<file path="config.mk">
export PLATFORM = sky130hd
export DESIGN_NAME = sms_selector
export DESIGN_NICKNAME = d
export VERILOG_FILES = /design/src/hw/sms_pkg.sv /design/src/hw/sms_selector.sv /design/src/hw/sms_act_timer.sv /design/src/hw/sms_trans_timer.sv
export SDC_FILE = /design/constraint.sdc
export NUM_CORES = 1
export LEC_CHECK = 0
export BUFFER_PORTS_ARGS = -buffer_cell sky130_fd_sc_hd__buf_4
export CAP_MARGIN = 20
export CORE_UTILIZATION = 30
export CTS_BUF_LIST = sky130_fd_sc_hd__clkbuf_16
export DETAILED_ROUTE_END_ITERATION = 7
export GPL_TIMING_DRIVEN = 0
export PLACE_DENSITY_LB_ADDON = 0.05
export SYNTH_ARGS = -nofsm -noshare
export SYNTH_HDL_FRONTEND = slang
export SYNTH_SLANG_ARGS = --single-unit
</file>
<file path="constraint.sdc">
create_clock -name CLOCK -period 4.8 [get_ports CLOCK]
set_input_delay 0.24 -clock CLOCK [delete_from_list [all_inputs] [get_ports CLOCK]]
set_output_delay 0.24 -clock CLOCK [all_outputs]
set_load 0.02 [all_outputs]
</file>
<file path="src/hw/sms_pkg.sv">
/*
 * sms_pkg: constants and types for the reduced-motion-mode selector.
 * assumes: one 200 MHz clock, synchronous active-high reset.
 */
package sms_pkg;
    // number of motion-mode variants
    localparam int SMS_NUM_VARIANTS = 16;
    // width of variant index
    localparam int SMS_IDX_W = 4;
    // width of activation limit in ticks
    localparam int SMS_LIMIT_W = 16;
    // width of transition time count
    localparam int SMS_TRANS_W = 16;
    // clock rate in MHz
    localparam int SMS_CLK_MHZ = 200;
    // activation timer tick, microseconds
    localparam int SMS_TICK_US = 1000;
    // cycles per tick, derived from rate
    localparam int SMS_TICK_CYC = SMS_TICK_US * SMS_CLK_MHZ;
    // width of tick prescaler
    localparam int SMS_PRE_W = 18;
    // limit value meaning supervision off
    localparam logic [SMS_LIMIT_W-1:0] SMS_LIMIT_OFF = 16'h0000;
    // diagnostic code for normal operation (none active)
    localparam logic [4:0] SMS_DIAG_NONE = 5'h00;
    // diagnostic code offset: variant index 0 reports 1
    localparam logic [4:0] SMS_DIAG_BASE = 5'h01;
    // diagnostic code for standstill mode
    localparam logic [4:0] SMS_DIAG_STANDSTILL = 5'h11;
    // diagnostic code for emergency-stop mode
    localparam logic [4:0] SMS_DIAG_ESTOP = 5'h12;

    // per-variant configuration
    typedef struct packed {
        logic selectable;                 // variant may be chosen
        logic transient_oscillation_check;
        logic direction_check;
        logic increment_check;
        logic monitored_position_check;
        logic limited_position_check;
        logic [SMS_LIMIT_W-1:0] max_act;  // activation limit in ticks
    } sms_cfg_t;

    // supervision enables driven toward the monitors
    typedef struct packed {
        logic speed_limit_supervision;
        logic transient_oscillation_check;
        logic direction_check;
        logic increment_check;
        logic monitored_position_check;
        logic limited_position_check;
        logic standstill;
        logic emergency_stop;
    } sms_sup_t;

    // operating states
    typedef enum logic [2:0] {
        SMS_NORMAL,
        SMS_TO_MOTION,
        SMS_MOTION,
        SMS_TO_STANDSTILL,
        SMS_STANDSTILL,
        SMS_TO_ESTOP,
        SMS_ESTOP
    } sms_state_t;
endpackage

</file>
<file path="src/hw/sms_selector.sv">
/*
 * sms_selector: safety operating-state selector for the reduced motion
 * mode, with sixteen motion-mode variants, transitions and activation
 * timer.
 * assumes: all inputs synchronous to CLOCK; variant configuration static
 * while selected; transition lengths given in clock cycles.
 */
// Functional notes
// - sixteen variants, each selectable and configurable
// - speed limit always, optional checks per variant
// - select needs selector, enabling, variant input
// - emergency stop beats motion selection
// - deceleration transition precedes variant entry
// - after transition speed limit plus configured checks
// - enabling held past limit flags overrun
// - timer runs only with full selection
// - zero limit disables activation supervision
// - direct variant change keeps timer running
// - diagnostic reports active variant 1 to 16
// - selection request indication readable
// - status shows variant active
// - transition keeps old diagnostic, supervision, flag
// - stop transitions keep old diagnostic, supervision
// - new supervision only after transition ends
// - standstill needs no estop, no motion selection
`timescale 1ns/10ps
module sms_selector
    import sms_pkg::*;
#(
    parameter int NUM_VARIANTS = SMS_NUM_VARIANTS,
    parameter int TICK_CYC = SMS_TICK_CYC
) (
    // clock and reset
    input wire logic CLOCK,
    input wire logic RESET,
    // operator safety inputs
    input wire logic MODE_SELECTOR_INPUT,
    input wire logic ENABLING_CONTROL_INPUT,
    input wire logic [NUM_VARIANTS-1:0] VARIANT_SELECT_INPUT,
    input wire logic EMERGENCY_STOP_INPUT,
    // configuration
    input wire sms_cfg_t [NUM_VARIANTS-1:0] VARIANT_CFG,
    input wire logic STANDSTILL_USES_CAT_TWO,
    input wire logic [SMS_TRANS_W-1:0] DECEL_TRANS_CYC,
    input wire logic [SMS_TRANS_W-1:0] STOP_TRANS_CYC,
    // status
    output logic [4:0] VARIANT_ACTIVE_DIAGNOSTIC,
    output logic MOTION_REQUEST_PRESENT,
    output logic MOTION_MODE_ACTIVE,
    output logic TRANSITION_IN_PROGRESS,
    output logic ACTIVATION_OVERRUN_ERROR,
    output sms_sup_t SUPERVISION
);
    ////////////////////////////////////////////////////////////////////
    // sampled inputs
    logic ms_r;                          // mode selector
    logic ec_r;                          // enabling control
    logic estop_r;                       // emergency stop request
    logic [NUM_VARIANTS-1:0] vsel_r;     // variant selects

    // inputs taken on the clock
    always_ff @(posedge CLOCK) begin
        if (RESET) begin
            ms_r <= 1'b0;
            ec_r <= 1'b0;
            estop_r <= 1'b0;
            vsel_r <= '0;
        end else begin
            ms_r <= MODE_SELECTOR_INPUT;
            ec_r <= ENABLING_CONTROL_INPUT;
            estop_r <= EMERGENCY_STOP_INPUT;
            vsel_r <= VARIANT_SELECT_INPUT;
        end
    end

    ////////////////////////////////////////////////////////////////////
    // variant decode
    logic [SMS_IDX_W-1:0] req_idx;       // lowest asserted variant
    logic any_vsel;                      // some variant select present

    // priority encode; far side keeps only one asserted
    always_comb begin
        req_idx = '0;
        for (int i = NUM_VARIANTS - 1; i >= 0; i--) begin
            if (vsel_r[i]) begin
                req_idx = SMS_IDX_W'(i);
            end
        end
    end

    assign any_vsel = |vsel_r;
    // complete motion selection on the three inputs
    wire full_sel = ms_r && ec_r && any_vsel;
    // selection valid only if variant configured selectable
    wire sel_ok = full_sel && VARIANT_CFG[req_idx].selectable;
    // motion request only without emergency stop
    wire motion_req = sel_ok && !estop_r;
    // standstill request yields to estop and motion selection
    wire stand_req = ms_r && !estop_r && !full_sel;
    // activation timer runs on the full selection
    wire timer_run = full_sel;

    ////////////////////////////////////////////////////////////////////
    // state registers
    sms_state_t state_r, state_nxt;       // operating state
    logic [SMS_IDX_W-1:0] act_idx_r;      // variant in force
    logic [SMS_IDX_W-1:0] act_idx_nxt;
    logic [SMS_IDX_W-1:0] tgt_idx_r;      // variant being entered
    logic [SMS_IDX_W-1:0] tgt_idx_nxt;
    logic trans_start;                    // pulse to transition timer
    logic [SMS_TRANS_W-1:0] trans_len;    // length for that transition
    logic trans_done;                     // transition finished
    logic trans_abort;                    // target changed mid-way
    wire in_trans = (state_r == SMS_TO_MOTION) || (state_r == SMS_TO_STANDSTILL)
        || (state_r == SMS_TO_ESTOP);

    // next-state selection
    always_comb begin
        state_nxt = state_r;
        act_idx_nxt = act_idx_r;
        tgt_idx_nxt = tgt_idx_r;
        trans_start = 1'b0;
        trans_abort = 1'b0;
        trans_len = DECEL_TRANS_CYC;
        case (state_r)
            SMS_ESTOP: begin
                // standstill entered directly from estop
                if (!estop_r && stand_req) begin
                    state_nxt = SMS_STANDSTILL;
                end else if (!estop_r && !ms_r) begin
                    state_nxt = SMS_NORMAL;
                end
            end
            SMS_TO_ESTOP: begin
                // old supervision stays until stop ends
                if (trans_done) begin
                    state_nxt = SMS_ESTOP;
                end
            end
            default: begin
                if (estop_r) begin
                    // emergency stop overrides everything
                    state_nxt = SMS_TO_ESTOP;
                    trans_abort = in_trans;
                    trans_start = 1'b1;
                    trans_len = STOP_TRANS_CYC;
                end else if (motion_req && !((state_r == SMS_MOTION
                        || state_r == SMS_TO_MOTION) && tgt_idx_r == req_idx)) begin
                    // new variant: decelerate first
                    state_nxt = SMS_TO_MOTION;
                    tgt_idx_nxt = req_idx;
                    trans_abort = in_trans;
                    trans_start = 1'b1;
                end else if (state_r == SMS_TO_MOTION && trans_done) begin
                    state_nxt = SMS_MOTION;
                    act_idx_nxt = tgt_idx_r;
                end else if (state_r == SMS_TO_STANDSTILL && trans_done) begin
                    state_nxt = SMS_STANDSTILL;
                end else if (stand_req && state_r != SMS_STANDSTILL
                        && state_r != SMS_TO_STANDSTILL) begin
                    // category one or two stop into standstill
                    state_nxt = SMS_TO_STANDSTILL;
                    trans_abort = in_trans;
                    trans_start = 1'b1;
                    trans_len = STOP_TRANS_CYC;
                end else if (!ms_r && !motion_req) begin
                    state_nxt = SMS_NORMAL;
                    trans_abort = in_trans;
                end
            end
        endcase
    end

    // state update
    always_ff @(posedge CLOCK) begin
        if (RESET) begin
            state_r <= SMS_NORMAL;
            act_idx_r <= '0;
            tgt_idx_r <= '0;
        end else begin
            state_r <= state_nxt;
            act_idx_r <= act_idx_nxt;
            tgt_idx_r <= tgt_idx_nxt;
        end
    end

    ////////////////////////////////////////////////////////////////////
    // transition and activation timers
    sms_trans_timer u_trans (
        .clk(CLOCK),
        .rst(RESET),
        .start(trans_start),
        .abort(trans_abort),
        .len(trans_len),
        .done(trans_done)
    );

    wire act_ovr;   // activation overrun from timer
    // limit of the variant being selected
    wire [SMS_LIMIT_W-1:0] act_limit = VARIANT_CFG[req_idx].max_act;

    sms_act_timer #(
        .TICK_CYC(TICK_CYC)
    ) u_act (
        .clk(CLOCK),
        .rst(RESET),
        .run(timer_run),
        .limit(act_limit),
        .overrun(act_ovr)
    );

    ////////////////////////////////////////////////////////////////////
    // reported state: the state whose supervision is in force
    sms_state_t shown_r;                 // last settled state
    // settled state only moves when not in transition
    wire sms_state_t shown_nxt = in_trans ? shown_r : state_r;

    always_ff @(posedge CLOCK) begin
        if (RESET) begin
            shown_r <= SMS_NORMAL;
        end else begin
            shown_r <= shown_nxt;
        end
    end

    // diagnostic from the settled state
    wire [4:0] diag_nxt = (shown_nxt == SMS_MOTION)
        ? SMS_DIAG_BASE + 5'(act_idx_nxt)
        : (shown_nxt == SMS_STANDSTILL) ? SMS_DIAG_STANDSTILL
        : (shown_nxt == SMS_ESTOP) ? SMS_DIAG_ESTOP : SMS_DIAG_NONE;

    // supervision set of the settled state
    sms_sup_t sup_nxt;
    always_comb begin
        sup_nxt = '0;
        if (shown_nxt == SMS_MOTION) begin
            sup_nxt.speed_limit_supervision = 1'b1;
            sup_nxt.transient_oscillation_check =
                VARIANT_CFG[act_idx_nxt].transient_oscillation_check;
            sup_nxt.direction_check = VARIANT_CFG[act_idx_nxt].direction_check;
            sup_nxt.increment_check = VARIANT_CFG[act_idx_nxt].increment_check;
            sup_nxt.monitored_position_check =
                VARIANT_CFG[act_idx_nxt].monitored_position_check;
            sup_nxt.limited_position_check =
                VARIANT_CFG[act_idx_nxt].limited_position_check;
        end else if (shown_nxt == SMS_STANDSTILL) begin
            sup_nxt.standstill = 1'b1;
        end else if (shown_nxt == SMS_ESTOP) begin
            sup_nxt.emergency_stop = 1'b1;
        end
    end

    ////////////////////////////////////////////////////////////////////
    // registered outputs
    always_ff @(posedge CLOCK) begin
        if (RESET) begin
            VARIANT_ACTIVE_DIAGNOSTIC <= SMS_DIAG_NONE;
            MOTION_REQUEST_PRESENT <= 1'b0;
            MOTION_MODE_ACTIVE <= 1'b0;
            TRANSITION_IN_PROGRESS <= 1'b0;
            ACTIVATION_OVERRUN_ERROR <= 1'b0;
            SUPERVISION <= '0;
        end else begin
            VARIANT_ACTIVE_DIAGNOSTIC <= diag_nxt;
            MOTION_REQUEST_PRESENT <= full_sel;
            MOTION_MODE_ACTIVE <= (shown_nxt == SMS_MOTION);
            TRANSITION_IN_PROGRESS <= (state_nxt == SMS_TO_MOTION)
                || (state_nxt == SMS_TO_STANDSTILL)
                || (state_nxt == SMS_TO_ESTOP);
            ACTIVATION_OVERRUN_ERROR <= act_ovr;
            SUPERVISION <= sup_nxt;
        end
    end
endmodule

</file>
<file path="src/hw/sms_act_timer.sv">
/*
 * sms_act_timer: enabling-control activation timer with overrun flag.
 * assumes: run is a level from the selector; limit follows the requested variant, may change while running.
 */
`timescale 1ns/10ps
module sms_act_timer
    import sms_pkg::*;
#(
    parameter int TICK_CYC = SMS_TICK_CYC
) (
    // clock and reset
    input wire logic clk,
    input wire logic rst,
    // control
    input wire logic run,
    input wire logic [SMS_LIMIT_W-1:0] limit,
    // status
    output logic overrun
);
    logic [SMS_PRE_W-1:0] pre_r;          // cycle prescaler
    logic [SMS_LIMIT_W-1:0] cnt_r;        // elapsed ticks
    logic ovr_r;                          // sticky while running
    wire tick = (pre_r == SMS_PRE_W'(TICK_CYC - 1));
    wire sat = (cnt_r == {SMS_LIMIT_W{1'b1}});
    wire over = (limit != SMS_LIMIT_OFF) && (cnt_r >= limit);

    ////////////////////////////////////////////////////////////////////
    // prescaler: fixed ticks from the clock
    always_ff @(posedge clk) begin
        if (rst || !run) begin
            pre_r <= '0;
        end else begin
            pre_r <= tick ? '0 : pre_r + 1'b1;
        end
    end

    // tick counter, cleared on reset or when run drops
    always_ff @(posedge clk) begin
        if (rst || !run) begin
            cnt_r <= '0;
        end else if (tick && !sat) begin
            cnt_r <= cnt_r + 1'b1;
        end
    end

    // overrun flag holds until the full selection (selector, enabling, variant) drops
    always_ff @(posedge clk) begin
        if (rst || !run) begin
            ovr_r <= 1'b0;
        end else if (over) begin
            ovr_r <= 1'b1;
        end
    end

    assign overrun = ovr_r;
endmodule

</file>
<file path="src/hw/sms_trans_timer.sv">
/*
 * sms_trans_timer: one-shot transition duration counter.
 * assumes: start is a one-cycle pulse; done pulses once when time ends.
 */
`timescale 1ns/10ps
module sms_trans_timer
    import sms_pkg::*;
(
    // clock and reset
    input wire logic clk,
    input wire logic rst,
    // control
    input wire logic start,
    input wire logic abort,
    input wire logic [SMS_TRANS_W-1:0] len,
    // status
    output logic done
);
    logic [SMS_TRANS_W-1:0] cnt_r;   // remaining cycles
    logic busy_r;                    // counting
    logic done_r;                    // completion pulse

    ////////////////////////////////////////////////////////////////////
    // countdown; zero length still takes one cycle
    // a restart beats an abort so a retargeted transition still ends
    always_ff @(posedge clk) begin
        if (rst) begin
            cnt_r <= '0;
            busy_r <= 1'b0;
            done_r <= 1'b0;
        end else if (start) begin
            cnt_r <= len;
            busy_r <= 1'b1;
            done_r <= 1'b0;
        end else if (abort) begin
            cnt_r <= '0;
            busy_r <= 1'b0;
            done_r <= 1'b0;
        end else if (busy_r && cnt_r == '0) begin
            busy_r <= 1'b0;
            done_r <= 1'b1;
        end else begin
            cnt_r <= busy_r ? cnt_r - 1'b1 : cnt_r;
            done_r <= 1'b0;
        end
    end

    assign done = done_r;
endmodule

</file>
==> run metrics <==
outcome finished clean; part of the Yosys area used for sequential elements 23.82%; maximum fanout encountered on the critical timing path 6; summed negative setup slack over all endpoints 0 ns; via count of the first global-routing pass 9,865; clock edge transition at the registers on the reported setup and hold paths 0.07 ns; launch point of the worst reg-to-reg path vsel_r[2]$_SDFF_PP0_; Async S/R FF share, synth 0%; vertical extent of the die 171.0 microns; GRT Overall Usage 26.58%; worst ir drop on vdd 189.1 uV; shortest period the worst path allows 4.630 ns; Area Growth Syn to Fin 51.92%; actual transition at the worst max-transition pin 0.7184 ns; global-route wire length before repair 58.28 mm; post-route cell area 13,020 sq um; utilization of the core after routing 46.62%; leakage power 6.194 nW; Die Outline Area 29,250 sq um; Via density 5.165; most frequent cells in the layout buf_4, nand2_1, nor2_1; Congestion Overflow GR 0; max-cap check violation count 0; Die Span X 171.0 microns; most common cell after layout, fill and taps aside buf_4; Sinks on Clock Net 102; worst-case hold slack 0.08708 ns; number of antenna violations at the first check in global routing 1; mean instance size in the synthesized netlist 7.915 sq um; floorplan row count 61; critical path launch point type flop; TritonCTS clock tree built; Filler Cells Inserted 2,898; highest clock frequency the design can meet 0.2160 GHz; routability congestion estimate from global placement 0.9009; count of cells along the worst hold path 2; cell area after placement 12,210 sq um; input/output buffers 421; count of state elements after synthesis 102; post-synthesis cell count 1,083; Post-CTS Hold Fix Bufs 0; CP Data Required Time 5.03 ns; detailed router's first-iteration violation count 514; area of the core 27,930 sq um; clock buffers created by TritonCTS 9; endpoint type of the worst setup path flop; portion of the clock cycle consumed by the worst path in the final layout 96.46%; worst skew pair latency 0.37 ns; initial cell density of the core 30.69%; endpoint arrival time on the critical path 4.86 ns; antenna-violating nets left 0; number of max-slew violations in the final report 0; power after layout 3.034 mW; number of DRC violations after detailed routing 0; clock tree root driver cell clkbuf_16; proportion of layout cells with a drive suffix above 1 38.70%; end of the worst hold path ec_r$_SDFF_PP0_; number of H-tree levels 3; Bufs on Longest Clock Path 2; capturing point of the worst reg2reg path u_act.overrun$_SDFFE_PP0P_; r2r worst-path depth 21; Ys Warns 0; NumNets Final 1,961; number of failing hold endpoints at the final stage 0; ports placed on the boundary 423; Main synth FF type dfxtp_1; number of enable flip-flop cells after synthesis 0; total length of routed wires 39.21 mm; pin count of the biggest net entering global routing 20; worst reg2reg setup slack 0.17 ns; Min-Delay Path Class input pin to flop; number of vias after detailed routing 9,911; estimated wirelength of the detail-placed design 31.95 mm; Rel. slew slack 51.16%; power per cell area 233.0 nW/um^2; unrepaired setup endpoints after global routing yes; combined area of all synthesized cells 8572 sq um; Worst Clk Skew 0.01662 ns; worst setup path class flop to flop; average detailed-routed wire length per instance 20.43 microns; net count of the mapped netlist 1,509; number of distinct library cells after synthesis 75; length of the first detailed-routing pass in iterations 5; hold path startpoint ENABLING_CONTROL_INPUT; count of final setup violators 0
cells by family after synthesis:
kind of cell	after synthesis	share of synthesized area [%]
xor gates and xnor gates	33	3.372
muxes	147	20.14
adders and majority gates	20	2.919
and+or+nand+nor	451	24.20
AOI/OAI and AO/OA	222	20.35
DFF	102	23.82
buffers and inverters	108	5.196
timing repair:
item                       in CTS  in global routing
resized for setup              76                 25
setup buffers                  13                 14
gates cloned                    0                  1
setup endpoints to repair       1                  1
pin swaps                      10                 19
synthesized netlist by cell type, types with 3 or more instances:
| cell | instances | area (sq um) |
|---|---|---|
| o21ai_0 | 21 | 105.1 |
| xor2_1 | 17 | 148.9 |
| xnor2_1 | 16 | 140.1 |
| o221a_2 | 23 | 259.0 |
| a21o_1 | 11 | 82.58 |
| inv_1 | 38 | 142.6 |
| a32oi_1 | 4 | 35.03 |
| a2bb2o_2 | 4 | 45.04 |
| nor3_1 | 24 | 120.1 |
| mux2_2 | 18 | 202.7 |
| o21a_1 | 8 | 60.06 |
| ha_1 | 20 | 250.2 |
| nand4_1 | 10 | 62.56 |
| a21oi_1 | 33 | 165.2 |
| and2_1 | 4 | 25.02 |
| nand3_1 | 36 | 180.2 |
| o22ai_1 | 4 | 25.02 |
| mux2i_1 | 109 | 1091 |
| nor4_1 | 8 | 50.05 |
| a22oi_1 | 16 | 120.1 |
| buf_6 | 3 | 33.78 |
| clkbuf_1 | 48 | 180.2 |
| and3_1 | 18 | 112.6 |
| buf_1 | 7 | 26.28 |
| a311oi_1 | 11 | 96.34 |
| o31ai_1 | 8 | 60.06 |
| nor2b_1 | 27 | 168.9 |
| buf_2 | 8 | 40.04 |
| a211oi_1 | 5 | 37.54 |
| a2111o_1 | 5 | 56.30 |
| a221oi_1 | 7 | 61.31 |
| dfxtp_1 | 102 | 2042 |
| or3_1 | 12 | 75.07 |
| a31oi_1 | 15 | 93.84 |
| mux4_2 | 18 | 405.4 |
| nor2_1 | 115 | 431.7 |
| nand2_1 | 165 | 619.3 |
| nand2b_1 | 17 | 106.4 |
| o2111ai_1 | 3 | 26.28 |
| o211ai_1 | 15 | 112.6 |
| o221a_1 | 4 | 45.04 |
| or4_1 | 4 | 30.03 |
sequential cells by signal, summed over array words and instances (netlist names):
signal,flops
SUPERVISION,7
u_act.cnt_r,16
MOTION_MODE_ACTIVE,1
u_act.overrun,1
shown_r,3
tgt_idx_r,4
ms_r,1
u_trans.busy_r,1
u_trans.cnt_r,16
VARIANT_ACTIVE_DIAGNOSTIC,5
act_idx_r,4
TRANSITION_IN_PROGRESS,1
ACTIVATION_OVERRUN_ERROR,1
state_r,3
MOTION_REQUEST_PRESENT,1
u_act.pre_r,18
ec_r,1
vsel_r,16
estop_r,1
u_trans.done,1
per-stage QoR:
step / std cells / worst slack, ns
2_1_floorplan: 1083 / 0.01774
6_report: 1919 / 0.1699
5_1_grt: 1919 / -0.08834
3_5_place_dp: 1882 / -1.414
4_1_cts: 1907 / 0.0003859
3_3_place_gp: 1882 / -1.419
where the power goes:
group | total, mW | internal [mW] | switching, mW
sequential | 0.928 | 0.886 | 0.0421
clock | 0.790 | 0.418 | 0.372
combinational | 1.32 | 0.669 | 0.647
area by class of cell:
cell class / count / area (sq um) / area share [%]
Multi-Input combinational cell: 874 / 6255 / 48.03
Timing Repair Buffer: 447 / 3356 / 25.77
Sequential cell: 102 / 2049 / 15.74
Tap cell: 378 / 473.0 / 3.632
Buffer: 61 / 424.2 / 3.257
Clock buffer: 9 / 225.2 / 1.729
Inverter: 40 / 150.1 / 1.153
Clock inverter: 7 / 87.58 / 0.6726
Antenna cell: 1 / 2.502 / 0.01922
layer usage:
layer | up-vias | track usage [%] | part of all wire, %
li1 | 4868 | - | -
met1 | 4696 | 30.62 | 40
met2 | 315 | 50.80 | 53
met3 | 32 | 4.418 | 4.9
met4 | 0 | 5.396 | 1.5
met5 | - | 0 | 0
critical path: stages (launching register included):
cell       delay [ns]
dfxtp_4          0.36
or3_4            0.39
a211o_1          0.33
a31oi_4          0.25
nor2_4           0.11
buf_12           0.17
buf_12           0.13
mux2i_1          0.11
mux2_4           0.27
o211ai_1         0.30
nand2_1          0.16
ha_1             0.31
a21o_1           0.18
a21o_1           0.15
a21o_1           0.14
a21o_1           0.15
a21o_1           0.15
a21o_1           0.17
a21oi_2          0.14
o211ai_1         0.12
a2111oi_2        0.32
a211oi_1         0.08
worst max-delay path by stage:
stage	to	from	slack [ns]
floorplan	u_act.overrun$_SDFFE_PP0P_	vsel_r[4]$_SDFF_PP0_	0.02
global placement	u_act.overrun$_SDFFE_PP0P_	vsel_r[4]$_SDFF_PP0_	-1.42
detailed placement	u_act.overrun$_SDFFE_PP0P_	vsel_r[4]$_SDFF_PP0_	-1.41
CTS	u_act.overrun$_SDFFE_PP0P_	vsel_r[4]$_SDFF_PP0_	0.0004
global route	u_act.overrun$_SDFFE_PP0P_	vsel_r[2]$_SDFF_PP0_	-0.09
finish	u_act.overrun$_SDFFE_PP0P_	vsel_r[2]$_SDFF_PP0_	0.17
Power figures use the tool's default switching activity.
